**src/pbs_pkg.sv**
```systemverilog
// Contract
// - bit 0 flags device budget as system-allocated
// - ten sticky 32-bit power records from 0x300
// - records writable only while power-data unlock set
// - status 2:0 reports strapped operating mode
// - lower-latency modes shift elastic FIFO initial level
// - status bit 5 holds downstream common-clock strap
// - status bit 6 holds upstream common-clock strap
// - status bit 7 holds management bus slow strap
// - status bit 8 holds refclk mode strap
// - status bit 9 holds reset-hold strap
// - status 22:20 lock owner code, resets zero
// - marker 31:28 lockable, sticky across hot reset
// - lockable fields writable only while register unlock set
// - power-data unlock governs all record entries
// - data select above 9 reads zero
package pbs_pkg;
  // byte offsets on the apb bus
  localparam logic [11:0] PBS_DSEL_OFF = 12'h284; // power data select
  localparam logic [11:0] PBS_DATA_OFF = 12'h288; // selected record readout
  localparam logic [11:0] PBS_ALLOC_OFF = 12'h28C; // power_budget_alloc_flag
  localparam logic [11:0] PBS_ENTRY_OFF = 12'h300; // power_data_value_entries
  localparam logic [11:0] PBS_STS_OFF = 12'h328; // switch_status_word
  localparam logic [11:0] PBS_CTL_OFF = 12'h32C; // switch_control_word (unlock bits)
  localparam int PBS_ENTRIES = 10; // number of power records
  localparam logic [7:0] PBS_MAX_SEL = 8'h09; // highest valid select
  // field positions
  localparam int PBS_SA_BIT = 0;
  localparam int PBS_MODE_LSB = 0;
  localparam int PBS_DSCC_BIT = 5;
  localparam int PBS_USCC_BIT = 6;
  localparam int PBS_MSLOW_BIT = 7;
  localparam int PBS_REFCLK_BIT = 8;
  localparam int PBS_RHOLD_BIT = 9;
  localparam int PBS_LOCK_LSB = 20;
  localparam int PBS_MARK_LSB = 28;
  localparam int PBS_REGUL_BIT = 3;
  localparam int PBS_PDUL_BIT = 4;
  // operating mode codes
  localparam logic [2:0] PBS_MODE_NORM = 3'h0;
  localparam logic [2:0] PBS_MODE_EE = 3'h1;
  localparam logic [2:0] PBS_MODE_LL = 3'h2;
  localparam logic [2:0] PBS_MODE_EE_LL = 3'h3;
  // elastic fifo initial levels; lower value saves 8 ns
  localparam logic [3:0] PBS_EFIFO_NORM = 4'h4;
  localparam logic [3:0] PBS_EFIFO_LL = 4'h3;
  localparam int PBS_SAVE_NS = 8;
  localparam int PBS_CLK_MHZ = 100;
  localparam int PBS_SAVE_CYC = (PBS_SAVE_NS * PBS_CLK_MHZ) / 1000; // whole cycles saved
  // reset values
  localparam logic [31:0] PBS_ZERO = 32'h0000_0000;
  localparam logic [3:0] PBS_MARK_RST = 4'h0;
  localparam logic [2:0] PBS_LOCK_RST = 3'h0;
  // lock owner codes: 0 unlocked, 2..5 locked with port
  localparam logic [2:0] PBS_LOCK_MIN = 3'h2;
  localparam logic [2:0] PBS_LOCK_MAX = 3'h5;
  // strap capture sequencer
  typedef enum logic [1:0] {PBS_ST_RESET = 2'b00, PBS_ST_FILL = 2'b01, PBS_ST_CAPT = 2'b11,
    PBS_ST_RUN = 2'b10} pbs_state_t;
endpackage : pbs_pkg

```
**src/pbs_regs.sv**
```systemverilog
// Chosen here: the APB register port.
`timescale 1ns/100ps
`default_nettype none
// power budgeting and switch status register bank on apb
module pbs_regs #(
  parameter int ENTRIES = pbs_pkg::PBS_ENTRIES
) (
  input wire logic pclk,
  input wire logic presetn,
  input wire logic psel,
  input wire logic penable,
  input wire logic pwrite,
  input wire logic [11:0] paddr,
  input wire logic [31:0] pwdata,
  output logic [31:0] prdata,
  output logic pready,
  output logic pslverr,
  input wire logic hot_reset,
  input wire logic [2:0] mode_pins,
  input wire logic downstream_common_clock_strap,
  input wire logic upstream_common_clock_strap,
  input wire logic master_mgmt_bus_slow_strap,
  input wire logic refclk_mode_strap,
  input wire logic reset_hold_strap,
  input wire logic lock_upd,
  input wire logic [2:0] lock_code,
  output logic system_allocated_flag,
  output logic [3:0] elastic_fifo_init_level,
  output logic lower_latency
);
  ////////////////////////////////////////////////////////////////////////
  // declarations
  logic [31:0] entry_r [ENTRIES]; // sticky power records, no reset value
  logic [7:0] sel_r; // power_data_select
  logic sa_r; // system allocated bit
  logic [3:0] marker_r; // software scratch, survives hot reset
  logic register_unlock_r; // lockable field write enable
  logic power_data_unlock_r; // record write enable
  logic [7:0] straps; // mode[2:0], then five strap bits
  logic straps_ok; // capture done
  logic [2:0] owner; // lock owner code
  logic wr_acc; // write access phase
  logic rd_acc; // read access phase
  logic [31:0] sts_word; // assembled status
  logic [31:0] rd_nxt; // read mux
  logic unmapped; // address hits nothing
  logic [2:0] operating_mode_code;
  logic [3:0] wr_idx; // record index of the current address
  logic [31:0] wr_old; // record content before a write lands
  logic [31:0] sel_rec; // record named by the data select
  logic [4:0] strap_bits; // status view of the five strap pins

  // record index for an address inside the entry window
  function automatic logic [3:0] entry_idx(input logic [11:0] a);
    logic [11:0] d;
    d = a - pbs_pkg::PBS_ENTRY_OFF;
    return d[5:2];
  endfunction : entry_idx

  // true when an address falls on one of the records
  function automatic logic is_entry(input logic [11:0] a);
    logic [3:0] i;
    i = entry_idx(a);
    return a >= pbs_pkg::PBS_ENTRY_OFF && a[1:0] == 2'b00 && 32'(i) < ENTRIES &&
      a < pbs_pkg::PBS_ENTRY_OFF + 12'(4 * ENTRIES);
  endfunction : is_entry

  ////////////////////////////////////////////////////////////////////////
  // submodules
  // straps are sampled after fundamental reset only
  pbs_strap_latch #(.WIDTH(8)) u_straps (
    .pclk(pclk),
    .presetn(presetn),
    .pins({reset_hold_strap, refclk_mode_strap, master_mgmt_bus_slow_strap,
      upstream_common_clock_strap, downstream_common_clock_strap, mode_pins}),
    .straps(straps),
    .valid(straps_ok)
  );

  pbs_lock_track u_lock (
    .pclk(pclk),
    .presetn(presetn),
    .hot_reset(hot_reset),
    .lock_upd(lock_upd),
    .lock_code(lock_code),
    .owner(owner)
  );

  ////////////////////////////////////////////////////////////////////////
  // bus decode
  assign wr_acc = psel && penable && pwrite;
  assign rd_acc = psel && penable && !pwrite;
  assign operating_mode_code = straps[2:0];
  // check helpers; the checks sample them as plain signals
  // both array reads may run past the last record; the checks only look when in range
  // so the unknown value of such a read never reaches a comparison
  assign wr_idx = entry_idx(paddr);
  assign wr_old = entry_r[wr_idx];
  assign sel_rec = entry_r[sel_r[3:0]];
  assign strap_bits = straps[7:3];
  assign unmapped = !(paddr == pbs_pkg::PBS_DSEL_OFF || paddr == pbs_pkg::PBS_DATA_OFF ||
    paddr == pbs_pkg::PBS_ALLOC_OFF || paddr == pbs_pkg::PBS_STS_OFF ||
    paddr == pbs_pkg::PBS_CTL_OFF || is_entry(paddr));

  // status word; reserved bits stay zero
  always_comb begin
    sts_word = pbs_pkg::PBS_ZERO;
    sts_word[pbs_pkg::PBS_MODE_LSB +: 3] = operating_mode_code;
    sts_word[pbs_pkg::PBS_DSCC_BIT] = straps[3];
    sts_word[pbs_pkg::PBS_USCC_BIT] = straps[4];
    sts_word[pbs_pkg::PBS_MSLOW_BIT] = straps[5];
    sts_word[pbs_pkg::PBS_REFCLK_BIT] = straps[6];
    sts_word[pbs_pkg::PBS_RHOLD_BIT] = straps[7];
    sts_word[pbs_pkg::PBS_LOCK_LSB +: 3] = owner;
    sts_word[pbs_pkg::PBS_MARK_LSB +: 4] = marker_r;
  end

  // read mux
  always_comb begin
    rd_nxt = pbs_pkg::PBS_ZERO;
    if (paddr == pbs_pkg::PBS_DSEL_OFF) begin
      rd_nxt[7:0] = sel_r;
    end else if (paddr == pbs_pkg::PBS_DATA_OFF) begin
      // out-of-range select reads zero
      if (sel_r <= pbs_pkg::PBS_MAX_SEL && 32'(sel_r) < ENTRIES) begin
        rd_nxt = entry_r[sel_r[3:0]];
      end
    end else if (paddr == pbs_pkg::PBS_ALLOC_OFF) begin
      rd_nxt[pbs_pkg::PBS_SA_BIT] = sa_r;
    end else if (paddr == pbs_pkg::PBS_STS_OFF) begin
      rd_nxt = sts_word;
    end else if (paddr == pbs_pkg::PBS_CTL_OFF) begin
      rd_nxt[pbs_pkg::PBS_REGUL_BIT] = register_unlock_r;
      rd_nxt[pbs_pkg::PBS_PDUL_BIT] = power_data_unlock_r;
    end else if (is_entry(paddr)) begin
      rd_nxt = entry_r[entry_idx(paddr)];
    end
  end

  ////////////////////////////////////////////////////////////////////////
  // apb response: one wait state, answer registered
  always_ff @(posedge pclk or negedge presetn) begin
    if (!presetn) begin
      pready <= 1'b0;
      prdata <= pbs_pkg::PBS_ZERO;
      pslverr <= 1'b0;
    end else begin
      // pready pulses in the second access cycle
      pready <= psel && penable && !pready;
      pslverr <= psel && penable && !pready && unmapped;
      if (rd_acc && !pready) begin
        prdata <= rd_nxt;
      end
    end
  end

  ////////////////////////////////////////////////////////////////////////
  // control unlock bits; register unlock set by reset so init can load, power unlock cleared
  always_ff @(posedge pclk or negedge presetn) begin
    if (!presetn) begin
      register_unlock_r <= 1'b1;
      power_data_unlock_r <= 1'b0;
    end else if (wr_acc && pready && paddr == pbs_pkg::PBS_CTL_OFF) begin
      register_unlock_r <= pwdata[pbs_pkg::PBS_REGUL_BIT];
      // the power unlock bit is itself lockable
      if (register_unlock_r) begin
        power_data_unlock_r <= pwdata[pbs_pkg::PBS_PDUL_BIT];
      end
    end
  end

  // data select, plain read/write
  always_ff @(posedge pclk or negedge presetn) begin
    if (!presetn) begin
      sel_r <= 8'h00;
    end else if (wr_acc && pready && paddr == pbs_pkg::PBS_DSEL_OFF) begin
      sel_r <= pwdata[7:0];
    end
  end

  // system allocated bit, lockable; hot reset leaves it (sticky)
  always_ff @(posedge pclk or negedge presetn) begin
    if (!presetn) begin
      sa_r <= 1'b0;
    end else if (wr_acc && pready && paddr == pbs_pkg::PBS_ALLOC_OFF && register_unlock_r) begin
      sa_r <= pwdata[pbs_pkg::PBS_SA_BIT];
    end
  end

  // marker: lockable, only fundamental reset clears it
  always_ff @(posedge pclk or negedge presetn) begin
    if (!presetn) begin
      marker_r <= pbs_pkg::PBS_MARK_RST;
    end else if (wr_acc && pready && paddr == pbs_pkg::PBS_STS_OFF && register_unlock_r) begin
      marker_r <= pwdata[pbs_pkg::PBS_MARK_LSB +: 4];
    end
  end

  // power records: no reset, so contents are undefined until loaded
  always_ff @(posedge pclk) begin
    if (wr_acc && pready && is_entry(paddr) && power_data_unlock_r) begin
      entry_r[entry_idx(paddr)] <= pwdata;
    end
  end

  ////////////////////////////////////////////////////////////////////////
  // outputs to the datapath
  always_ff @(posedge pclk or negedge presetn) begin
    if (!presetn) begin
      system_allocated_flag <= 1'b0;
      elastic_fifo_init_level <= pbs_pkg::PBS_EFIFO_NORM;
      lower_latency <= 1'b0;
    end else begin
      system_allocated_flag <= sa_r;
      // lower-latency modes trim the fifo start level
      if (straps_ok && (operating_mode_code == pbs_pkg::PBS_MODE_LL ||
          operating_mode_code == pbs_pkg::PBS_MODE_EE_LL)) begin
        elastic_fifo_init_level <= pbs_pkg::PBS_EFIFO_LL;
        lower_latency <= 1'b1;
      end else begin
        elastic_fifo_init_level <= pbs_pkg::PBS_EFIFO_NORM;
        lower_latency <= 1'b0;
      end
    end
  end
endmodule : pbs_regs
`default_nettype wire

```
**src/pbs_strap_latch.sv**
```systemverilog
`timescale 1ns/100ps
`default_nettype none
// samples the straps once after fundamental reset release
module pbs_strap_latch #(
  parameter int WIDTH = 8
) (
  input wire logic pclk,
  input wire logic presetn,
  input wire logic [WIDTH-1:0] pins,
  output logic [WIDTH-1:0] straps,
  output logic valid
);
  logic [WIDTH-1:0] sync1_r; // first stage, read only by sync2
  logic [WIDTH-1:0] sync2_r;
  pbs_pkg::pbs_state_t state_r;

  // two-flop synchroniser for pin levels
  always_ff @(posedge pclk or negedge presetn) begin
    if (!presetn) begin
      sync1_r <= '0;
      sync2_r <= '0;
    end else begin
      sync1_r <= pins;
      sync2_r <= sync1_r;
    end
  end

  // wait for pipeline to fill, then capture once
  always_ff @(posedge pclk or negedge presetn) begin
    if (!presetn) begin
      state_r <= pbs_pkg::PBS_ST_RESET;
      straps <= '0;
      valid <= 1'b0;
    end else begin
      case (state_r)
        // two edges for the pin level to reach the second flop
        pbs_pkg::PBS_ST_RESET: state_r <= pbs_pkg::PBS_ST_FILL;
        pbs_pkg::PBS_ST_FILL: state_r <= pbs_pkg::PBS_ST_CAPT;
        pbs_pkg::PBS_ST_CAPT: begin
          straps <= sync2_r;
          valid <= 1'b1;
          state_r <= pbs_pkg::PBS_ST_RUN;
        end
        pbs_pkg::PBS_ST_RUN: state_r <= pbs_pkg::PBS_ST_RUN;
        default: state_r <= pbs_pkg::PBS_ST_RESET;
      endcase
    end
  end
endmodule : pbs_strap_latch
`default_nettype wire

```
**src/pbs_lock_track.sv**
```systemverilog
`timescale 1ns/100ps
`default_nettype none
// holds the lock owner code; reserved codes are refused
module pbs_lock_track (
  input wire logic pclk,
  input wire logic presetn,
  input wire logic hot_reset,
  input wire logic lock_upd,
  input wire logic [2:0] lock_code,
  output logic [2:0] owner
);
  // owner updates only with legal codes, clears on any reset
  always_ff @(posedge pclk or negedge presetn) begin
    if (!presetn) begin
      owner <= pbs_pkg::PBS_LOCK_RST;
    end else if (hot_reset) begin
      owner <= pbs_pkg::PBS_LOCK_RST;
    end else if (lock_upd && (lock_code == 3'h0 ||
        (lock_code >= pbs_pkg::PBS_LOCK_MIN && lock_code <= pbs_pkg::PBS_LOCK_MAX))) begin
      owner <= lock_code;
    end
  end
endmodule : pbs_lock_track
`default_nettype wire

```
**config.mk**
```make
export PLATFORM = sky130hd
export DESIGN_NAME = pbs_regs
export DESIGN_NICKNAME = d
export VERILOG_FILES = /design/src/pbs_pkg.sv /design/src/pbs_regs.sv /design/src/pbs_strap_latch.sv /design/src/pbs_lock_track.sv
export SDC_FILE = /design/constraint.sdc
export NUM_CORES = 1
export LEC_CHECK = 0
export BUFFER_PORTS_ARGS = -buffer_cell sky130_fd_sc_hd__buf_2
export CAP_MARGIN = 20
export CORE_UTILIZATION = 35
export DETAILED_ROUTE_END_ITERATION = 10
export PLACE_DENSITY = 0.49
export SKIP_CTS_REPAIR_TIMING = 1
export SYNTH_ARGS = -nofsm -noshare
export SYNTH_HDL_FRONTEND = slang
export SYNTH_SLANG_ARGS = --single-unit
```
**constraint.sdc**
```tcl
create_clock -name pclk -period 3.9 [get_ports pclk]
set_input_delay 0.195 -clock pclk [delete_from_list [all_inputs] [get_ports pclk]]
set_output_delay 0.195 -clock pclk [all_outputs]
set_load 0.01 [all_outputs]
```
==> run_results.csv, run 1 <==
group,metric,value,unit
status,status,"complete, no violations",
power_and_ir_drop,irDropWorstVdd,0.319,mV
synth,synth_edf_count,320,
timing,max_slew_margin,42.0,%
route,drc_errors,0,
layout,n_antenna_cell,0,
global_routing,grt_max_degree,64,
floorplan,core.rowCount,83,
placement,preCtsSetupSlack,0.724,ns
layout,nFillCells,4610,
floorplan,die_area,53100,um^2
worst_setup_path,worstSetupStartpointType,"register",
synth,syn_inst,1089,
worst_setup_path,cp_data_arrival_time,3.23,ns
worst_setup_path,path_buf_inv,1,
cts,clk_latency,0.59,ns
placement,gp_congestion,0.796,
timing,hold_viol,0,
placement,numPortBuffers,100,
route,avgRoutedWirePerCell,26.5,um
route,wirelength,52100,um
layout,final_cells,1964,
floorplan,chipHeight,231,um
timing,finClkSkew,0.0194,ns
worst_setup_path,cp_max_fo,23,
synth,yosys.cell_types.count,67,
floorplan,die_w,231,um
synth,synth-seq-cells,402,
cts,cts_tree,"built",
worst_setup_path,end_kind,"register",
worst_setup_path,crit_family,"flip-flops",
global_routing,antenna_found_initial,0,
layout,drive_gt1_share,34.0,%
synth,synthArstFlopShare,20.4,%
global_routing,grt_util_all_layers,19.9,%
timing,drv_slew,0,
timing,fin_setup_tns,0,ns
route,ant_nets,0,
timing,setup_violations,0,
timing,min_period,2.74,ns
route,vias,11100,
synth,yosys_most_used_dff,"edfxtp_1",
run,cap_violations,0,
synth,ys_seq_area_share,63.8,%
power_and_ir_drop,p_leak,7.42,nW
route,drt_iter0_drc,891,
route,dr.pass1.iters,5,
min_path,hp-class,"in -> reg",
floorplan,core_area,51400,um^2
timing,period_share,70.2,%
placement,dpl.hpwl,31500,um
synth,synth_fp_nets,1151,
synth,syn_area,18300,um^2
placement,place_inst,1831,
worst_setup_path,critical_path_required,4.40,ns
power_and_ir_drop,p_per_area,434,nW/um^2
timing,worst_slack,1.16,ns
global_routing,grt_pass1_vias,11400,
synth,synth-warning-count,0,
timing,tightest_slew,0.869,ns
synth,syn_area_per_cell,16.8,um^2
cts,root_buffer,"clkbuf_16",
timing,rsz0062_at_grt,"false",
cts,numClockSinks,402,
worst_setup_path,max_stage_delay,0.87,ns
worst_setup_path,path_class,"reg -> reg",
worst_setup_path,path_cells,"buf_4 -> mux4_2 -> o22ai_1 -> a2111oi_0 -> nor2_1 -> a21oi_1",
cts,cts_buffer_depth,3,
global_routing,grt_pass1_wl,77100,um
layout,fin_nets,1309,
layout,area_growth,18.9,%
floorplan,initial_core_util,35.6,%
layout,post-route-util,42.3,%
cts,htree_levels,2,
global_routing,grt.overflow.total,0,
route,viasPerCell,5.64,
timing,max_freq,365,MHz
floorplan,ios,102,
worst_setup_path,slowest_stage,"dfrtp_2",
cts,path_clk_slew,0.06,ns
cts,cts-buffers-inserted,46,
-- flip-flops by register name, indices dropped and copies added, names as in the netlist, 2 cells and up --
name                     count
elastic_fifo_init_level      2
entry_r                    320
marker_r                     4
prdata                      32
sel_r                        8
u_lock.owner                 3
u_straps.state_r             2
u_straps.straps              8
u_straps.sync1_r             8
u_straps.sync2_r             8
-- where the power goes --
part | internal, mW | switching [mW] | total [mW]
Sequential | 4.66 | 0.0235 | 4.69
Combinational | 0.180 | 0.258 | 0.438
Clock | 2.56 | 1.76 | 4.32
-- per-stage QoR --
stage | area, um^2 | power (mW) | hold slack, ns
finish | 21700 | 9.44 | 0.0243
global route | 21700 | 9.74 | 0.0210
CTS | 21300 | 9.51 | -0.311
detailed placement | 19800 | 5.18 | 0.306
global placement | 19800 | 5.17 | 0.306
floorplan | 18300 | 4.97 | -0.101
-- metal layers --
metal	GRT usage, %	share of wire (%)	up-vias
met4	5.69	2.3	0
met3	3.90	5.3	80
met2	31.7	47	367
met1	27.8	46	5819
met5	0	0	-
li1	-	-	4803
-- layout make-up --
| cell class | count | area [um^2] | share of cell area [%] |
|---|---|---|---|
| Timing Repair Buffer | 189 | 1350 | 6.21 |
| Multi-Input combinational cell | 595 | 6310 | 29.0 |
| Tap cell | 680 | 851 | 3.91 |
| Clock inverter | 15 | 131 | 0.604 |
| Sequential cell | 402 | 11700 | 53.7 |
| Inverter | 13 | 48.8 | 0.224 |
| Clock buffer | 70 | 1380 | 6.33 |
-- synthesized netlist by cell type (12+ instances only) --
cell | instances | area [um^2]
edfxtp_1 | 320 | 9610
mux2_2 | 68 | 766
o41ai_1 | 16 | 140
inv_1 | 12 | 45.0
nor2_1 | 29 | 109
o21ai_0 | 42 | 210
clkbuf_1 | 36 | 135
a211oi_1 | 27 | 203
o22ai_1 | 15 | 93.8
a21oi_1 | 19 | 95.1
mux4_2 | 118 | 2660
buf_2 | 26 | 130
o221ai_1 | 15 | 131
dfrtp_1 | 80 | 2000
mux2i_1 | 56 | 561
nand2_1 | 66 | 248
-- worst paths after layout --
path | startpoint | to | slack (ns) | depth (start not counted)
min in group asynchronous | presetn | u_straps.sync2_r[7] | 0.25 | 2
min reg2reg | u_straps.sync1_r[5] | u_straps.sync2_r[5] | 0.35 | 0
max in group asynchronous | presetn | sel_r[0] | 2.64 | 3
max reg2reg | sel_r[2] | prdata[0] | 1.16 | 6
max | sel_r[2] | prdata[0] | 1.16 | 6
min | lock_code[2] | u_lock.owner[0] | 0.02 | 3
-- layout by cell type (no fill, tap or decap), types with 15 or more instances in the layout --
master         count
o41ai_1           16
mux2i_1           56
buf_2             97
dfrtp_1           76
a21oi_1           19
o221ai_1          15
mux2_2            68
nand2_1           66
clkbuf_16         49
a211oi_1          27
edfxtp_1         320
mux4_2           118
nor2_1            22
o21ai_0           42
o22ai_1           15
dlygate4sd3_1     48
buf_4             39
-- logic make-up after synthesis --
family	Yosys count	share of synthesized area [%]
other	1	0.0205
buffers and inverters	92	2.29
AOI/OAI and AO/OA	193	7.52
muxes	242	21.8
and+or+nand+nor	159	4.57
DFF	402	63.8
-- worst register-to-register path, delay by kind of cell (launching register included) --
kind	cells	cell delay [ns]
flops	1	0.87
mux	1	0.29
simple gates	1	0.14
buf+inv	1	0.53
compound gates	3	0.84
(Power assumes the default switching activity.)
==> run 2: changes to the inputs <==
--- a/config.mk
+++ b/config.mk
@@ -9,7 +9,7 @@
 export CAP_MARGIN = 20
 export CORE_UTILIZATION = 35
 export DETAILED_ROUTE_END_ITERATION = 10
-export PLACE_DENSITY = 0.49
+export PLACE_DENSITY = 0.48
 export SKIP_CTS_REPAIR_TIMING = 1
 export SYNTH_ARGS = -nofsm -noshare
 export SYNTH_HDL_FRONTEND = slang
==> constraint.sdc (replaced) <==
create_clock -name pclk -period 2.7 [get_ports pclk]
set_input_delay 0.135 -clock pclk [delete_from_list [all_inputs] [get_ports pclk]]
set_output_delay 0.135 -clock pclk [all_outputs]
set_load 0.01 [all_outputs]
==> run 2 against run 1 <==
Net effect:
- clock-buffer cell count fell by 1
- via count down 0.56%
- die area stayed put
- core utilization increased by 0.59 points
- largest cell class unchanged
- maximum frequency rose by 16%
- routed wire length fell by 1.0%
==> run_results.csv, run 2 (synthesis gave the netlist of run 1 again) <==
group,metric,value,unit
layout,drive_gt1_share,34.6,%
layout,largest_register_ffs,320,
route,ant_nets,0,
floorplan,die_area,53100,um^2
route,viasPerCell,5.53,
layout,area_growth,20.6,%
layout,post-route-util,42.9,%
power_and_ir_drop,clockPowerShare,45.2,%
timing,setup_violations,0,
route,avgRoutedWirePerCell,25.9,um
worst_setup_path,worstSetupStartpointType,"register",
min_path,hp-class,"in -> reg",
worst_setup_path,end_kind,"register",
placement,gp_congestion,0.774,
global_routing,antenna_found_initial,1,
global_routing,grt_pass1_wl,76500,um
power_and_ir_drop,p_seq_share,50.1,%
timing,max_freq,422,MHz
timing,finClkSkew,0.00883,ns
run,cap_violations,0,
route,wirelength,51600,um
route,drt_iter0_drc,756,
timing,max_slew_margin,46.2,%
layout,final_cell_mix,"320 x edfxtp_1, 118 x mux4_2, 97 x buf_2, 76 x dfrtp_1, 68 x mux2_2",
power_and_ir_drop,p_sw,2.89,mW
route,drc_errors,0,
worst_setup_path,path_class,"reg -> reg",
cts,cts-buffers-inserted,47,
worst_setup_path,cp_max_fo,34,
status,status,"complete, no violations",
floorplan,core_area,51400,um^2
power_and_ir_drop,p_comb_share,4.8,%
worst_setup_path,critical_path_required,3.14,ns
timing,worst_slack,0.331,ns
placement,numPortBuffers,100,
power_and_ir_drop,irDropWorstVdd,0.440,mV
floorplan,chipHeight,231,um
global_routing,grt_max_degree,61,
power_and_ir_drop,p_int,10.6,mW
layout,top_register,"entry_r",
worst_setup_path,cp_data_arrival_time,2.81,ns
timing,drv_slew,0,
global_routing,grt_util_all_layers,19.7,%
floorplan,ios,102,
floorplan,initial_core_util,35.6,%
global_routing,grt.overflow.total,0,
timing,rsz0062_at_grt,"false",
route,vias,11000,
global_routing,grt_pass1_vias,11600,
placement,dpl.hpwl,30900,um
placement,preCtsSetupSlack,0.242,ns
timing,period_share,87.7,%
cts,cts_tree,"built",
cts,cts_buffer_depth,3,
timing,tightest_slew,0.807,ns
timing,hold_viol,0,
placement,place_inst,1855,
layout,largest_registers,"entry_r: 320 flops, prdata: 32 flops",
timing,min_period,2.37,ns
layout,n_antenna_cell,0,
power_and_ir_drop,p_per_area,613,nW/um^2
power_and_ir_drop,p_leak,7.56,nW
cts,numClockSinks,402,
cts,htree_levels,2,
cts,root_buffer,"clkbuf_16",
power_and_ir_drop,sw_frac_of_total,21.4,%
route,dr.pass1.iters,5,
cts,clk_latency,0.57,ns
floorplan,die_w,231,um
layout,fin_nets,1334,
floorplan,core.rowCount,83,
cts,path_clk_slew,0.06,ns
layout,final_cells,1990,
layout,final_common_cell,"edfxtp_1",
-- run 2: cell count changes in the layout (fill, tap and decap cells not counted), sizes merged --
cell and delta:
clkbuf -1, clkinv +5, inv -2, buf +24
-- run 2: cell type report --
| type | instances | area, um^2 |
|---|---|---|
| Fill cell | 4647 | 29400 |
| Sequential cell | 402 | 11700 |
| Multi-Input combinational cell | 595 | 6310 |
| Timing Repair Buffer | 213 | 1680 |
| Clock inverter | 18 | 134 |
| Clock buffer | 69 | 1340 |
| Tap cell | 680 | 851 |
| Inverter | 13 | 48.8 |
-- run 2: final timing paths --
path,from,to,slack [ns],cells after the start
worst max register to register,sel_r[1],prdata[7],0.33,5
max in group asynchronous,presetn,prdata[14],1.75,3
min in group asynchronous,presetn,u_straps.state_r[1],0.21,2
worst min-delay path,lock_upd,u_lock.owner[2],0.05,4
worst min register to register,u_straps.sync1_r[6],u_straps.sync2_r[6],0.35,0
worst max-delay path,sel_r[1],prdata[7],0.33,5
-- run 2: power groups by stage --
stage | combinational, mW | clock, mW | sequential [mW]
after global routing | 0.700 | 6.49 | 6.77
final | 0.643 | 6.11 | 6.77
after global placement | 0.590 | 0 | 6.89
after detailed placement | 0.594 | 0 | 6.89
after floorplan | 0.293 | 0 | 6.89
after CTS | 0.595 | 6.27 | 6.77
-- run 2: critical path: stages, from the launching register on --
cell,delay (ns)
dfrtp_4,0.89
buf_4,0.38
mux4_2,0.33
mux2_2,0.27
o211ai_1,0.24
a211oi_1,0.11
-- run 2: layer usage --
layer	part of all wire (%)	global-route usage, %	wire length [um]	up-vias
li1	-	-	-	4845
met1	44	26.1	22900	5775
met2	48	33.1	25000	297
met3	4.7	3.93	2440	88
met4	2.3	5.03	1180	2
met5	0.025	0	13	-
-- run 2: metrics by stage --
stage	setup TNS (ns)	instance area [um^2]	hold slack, ns	total power, mW
6_report	0	22000	0.0539	13.5
5_1_grt	0	22000	0.118	14.0
3_5_place_dp	0	20100	0.245	7.49
2_1_floorplan	-98.66	18300	-0.161	7.18
3_3_place_gp	0	20100	0.247	7.48
4_1_cts	0	21600	-0.359	13.6
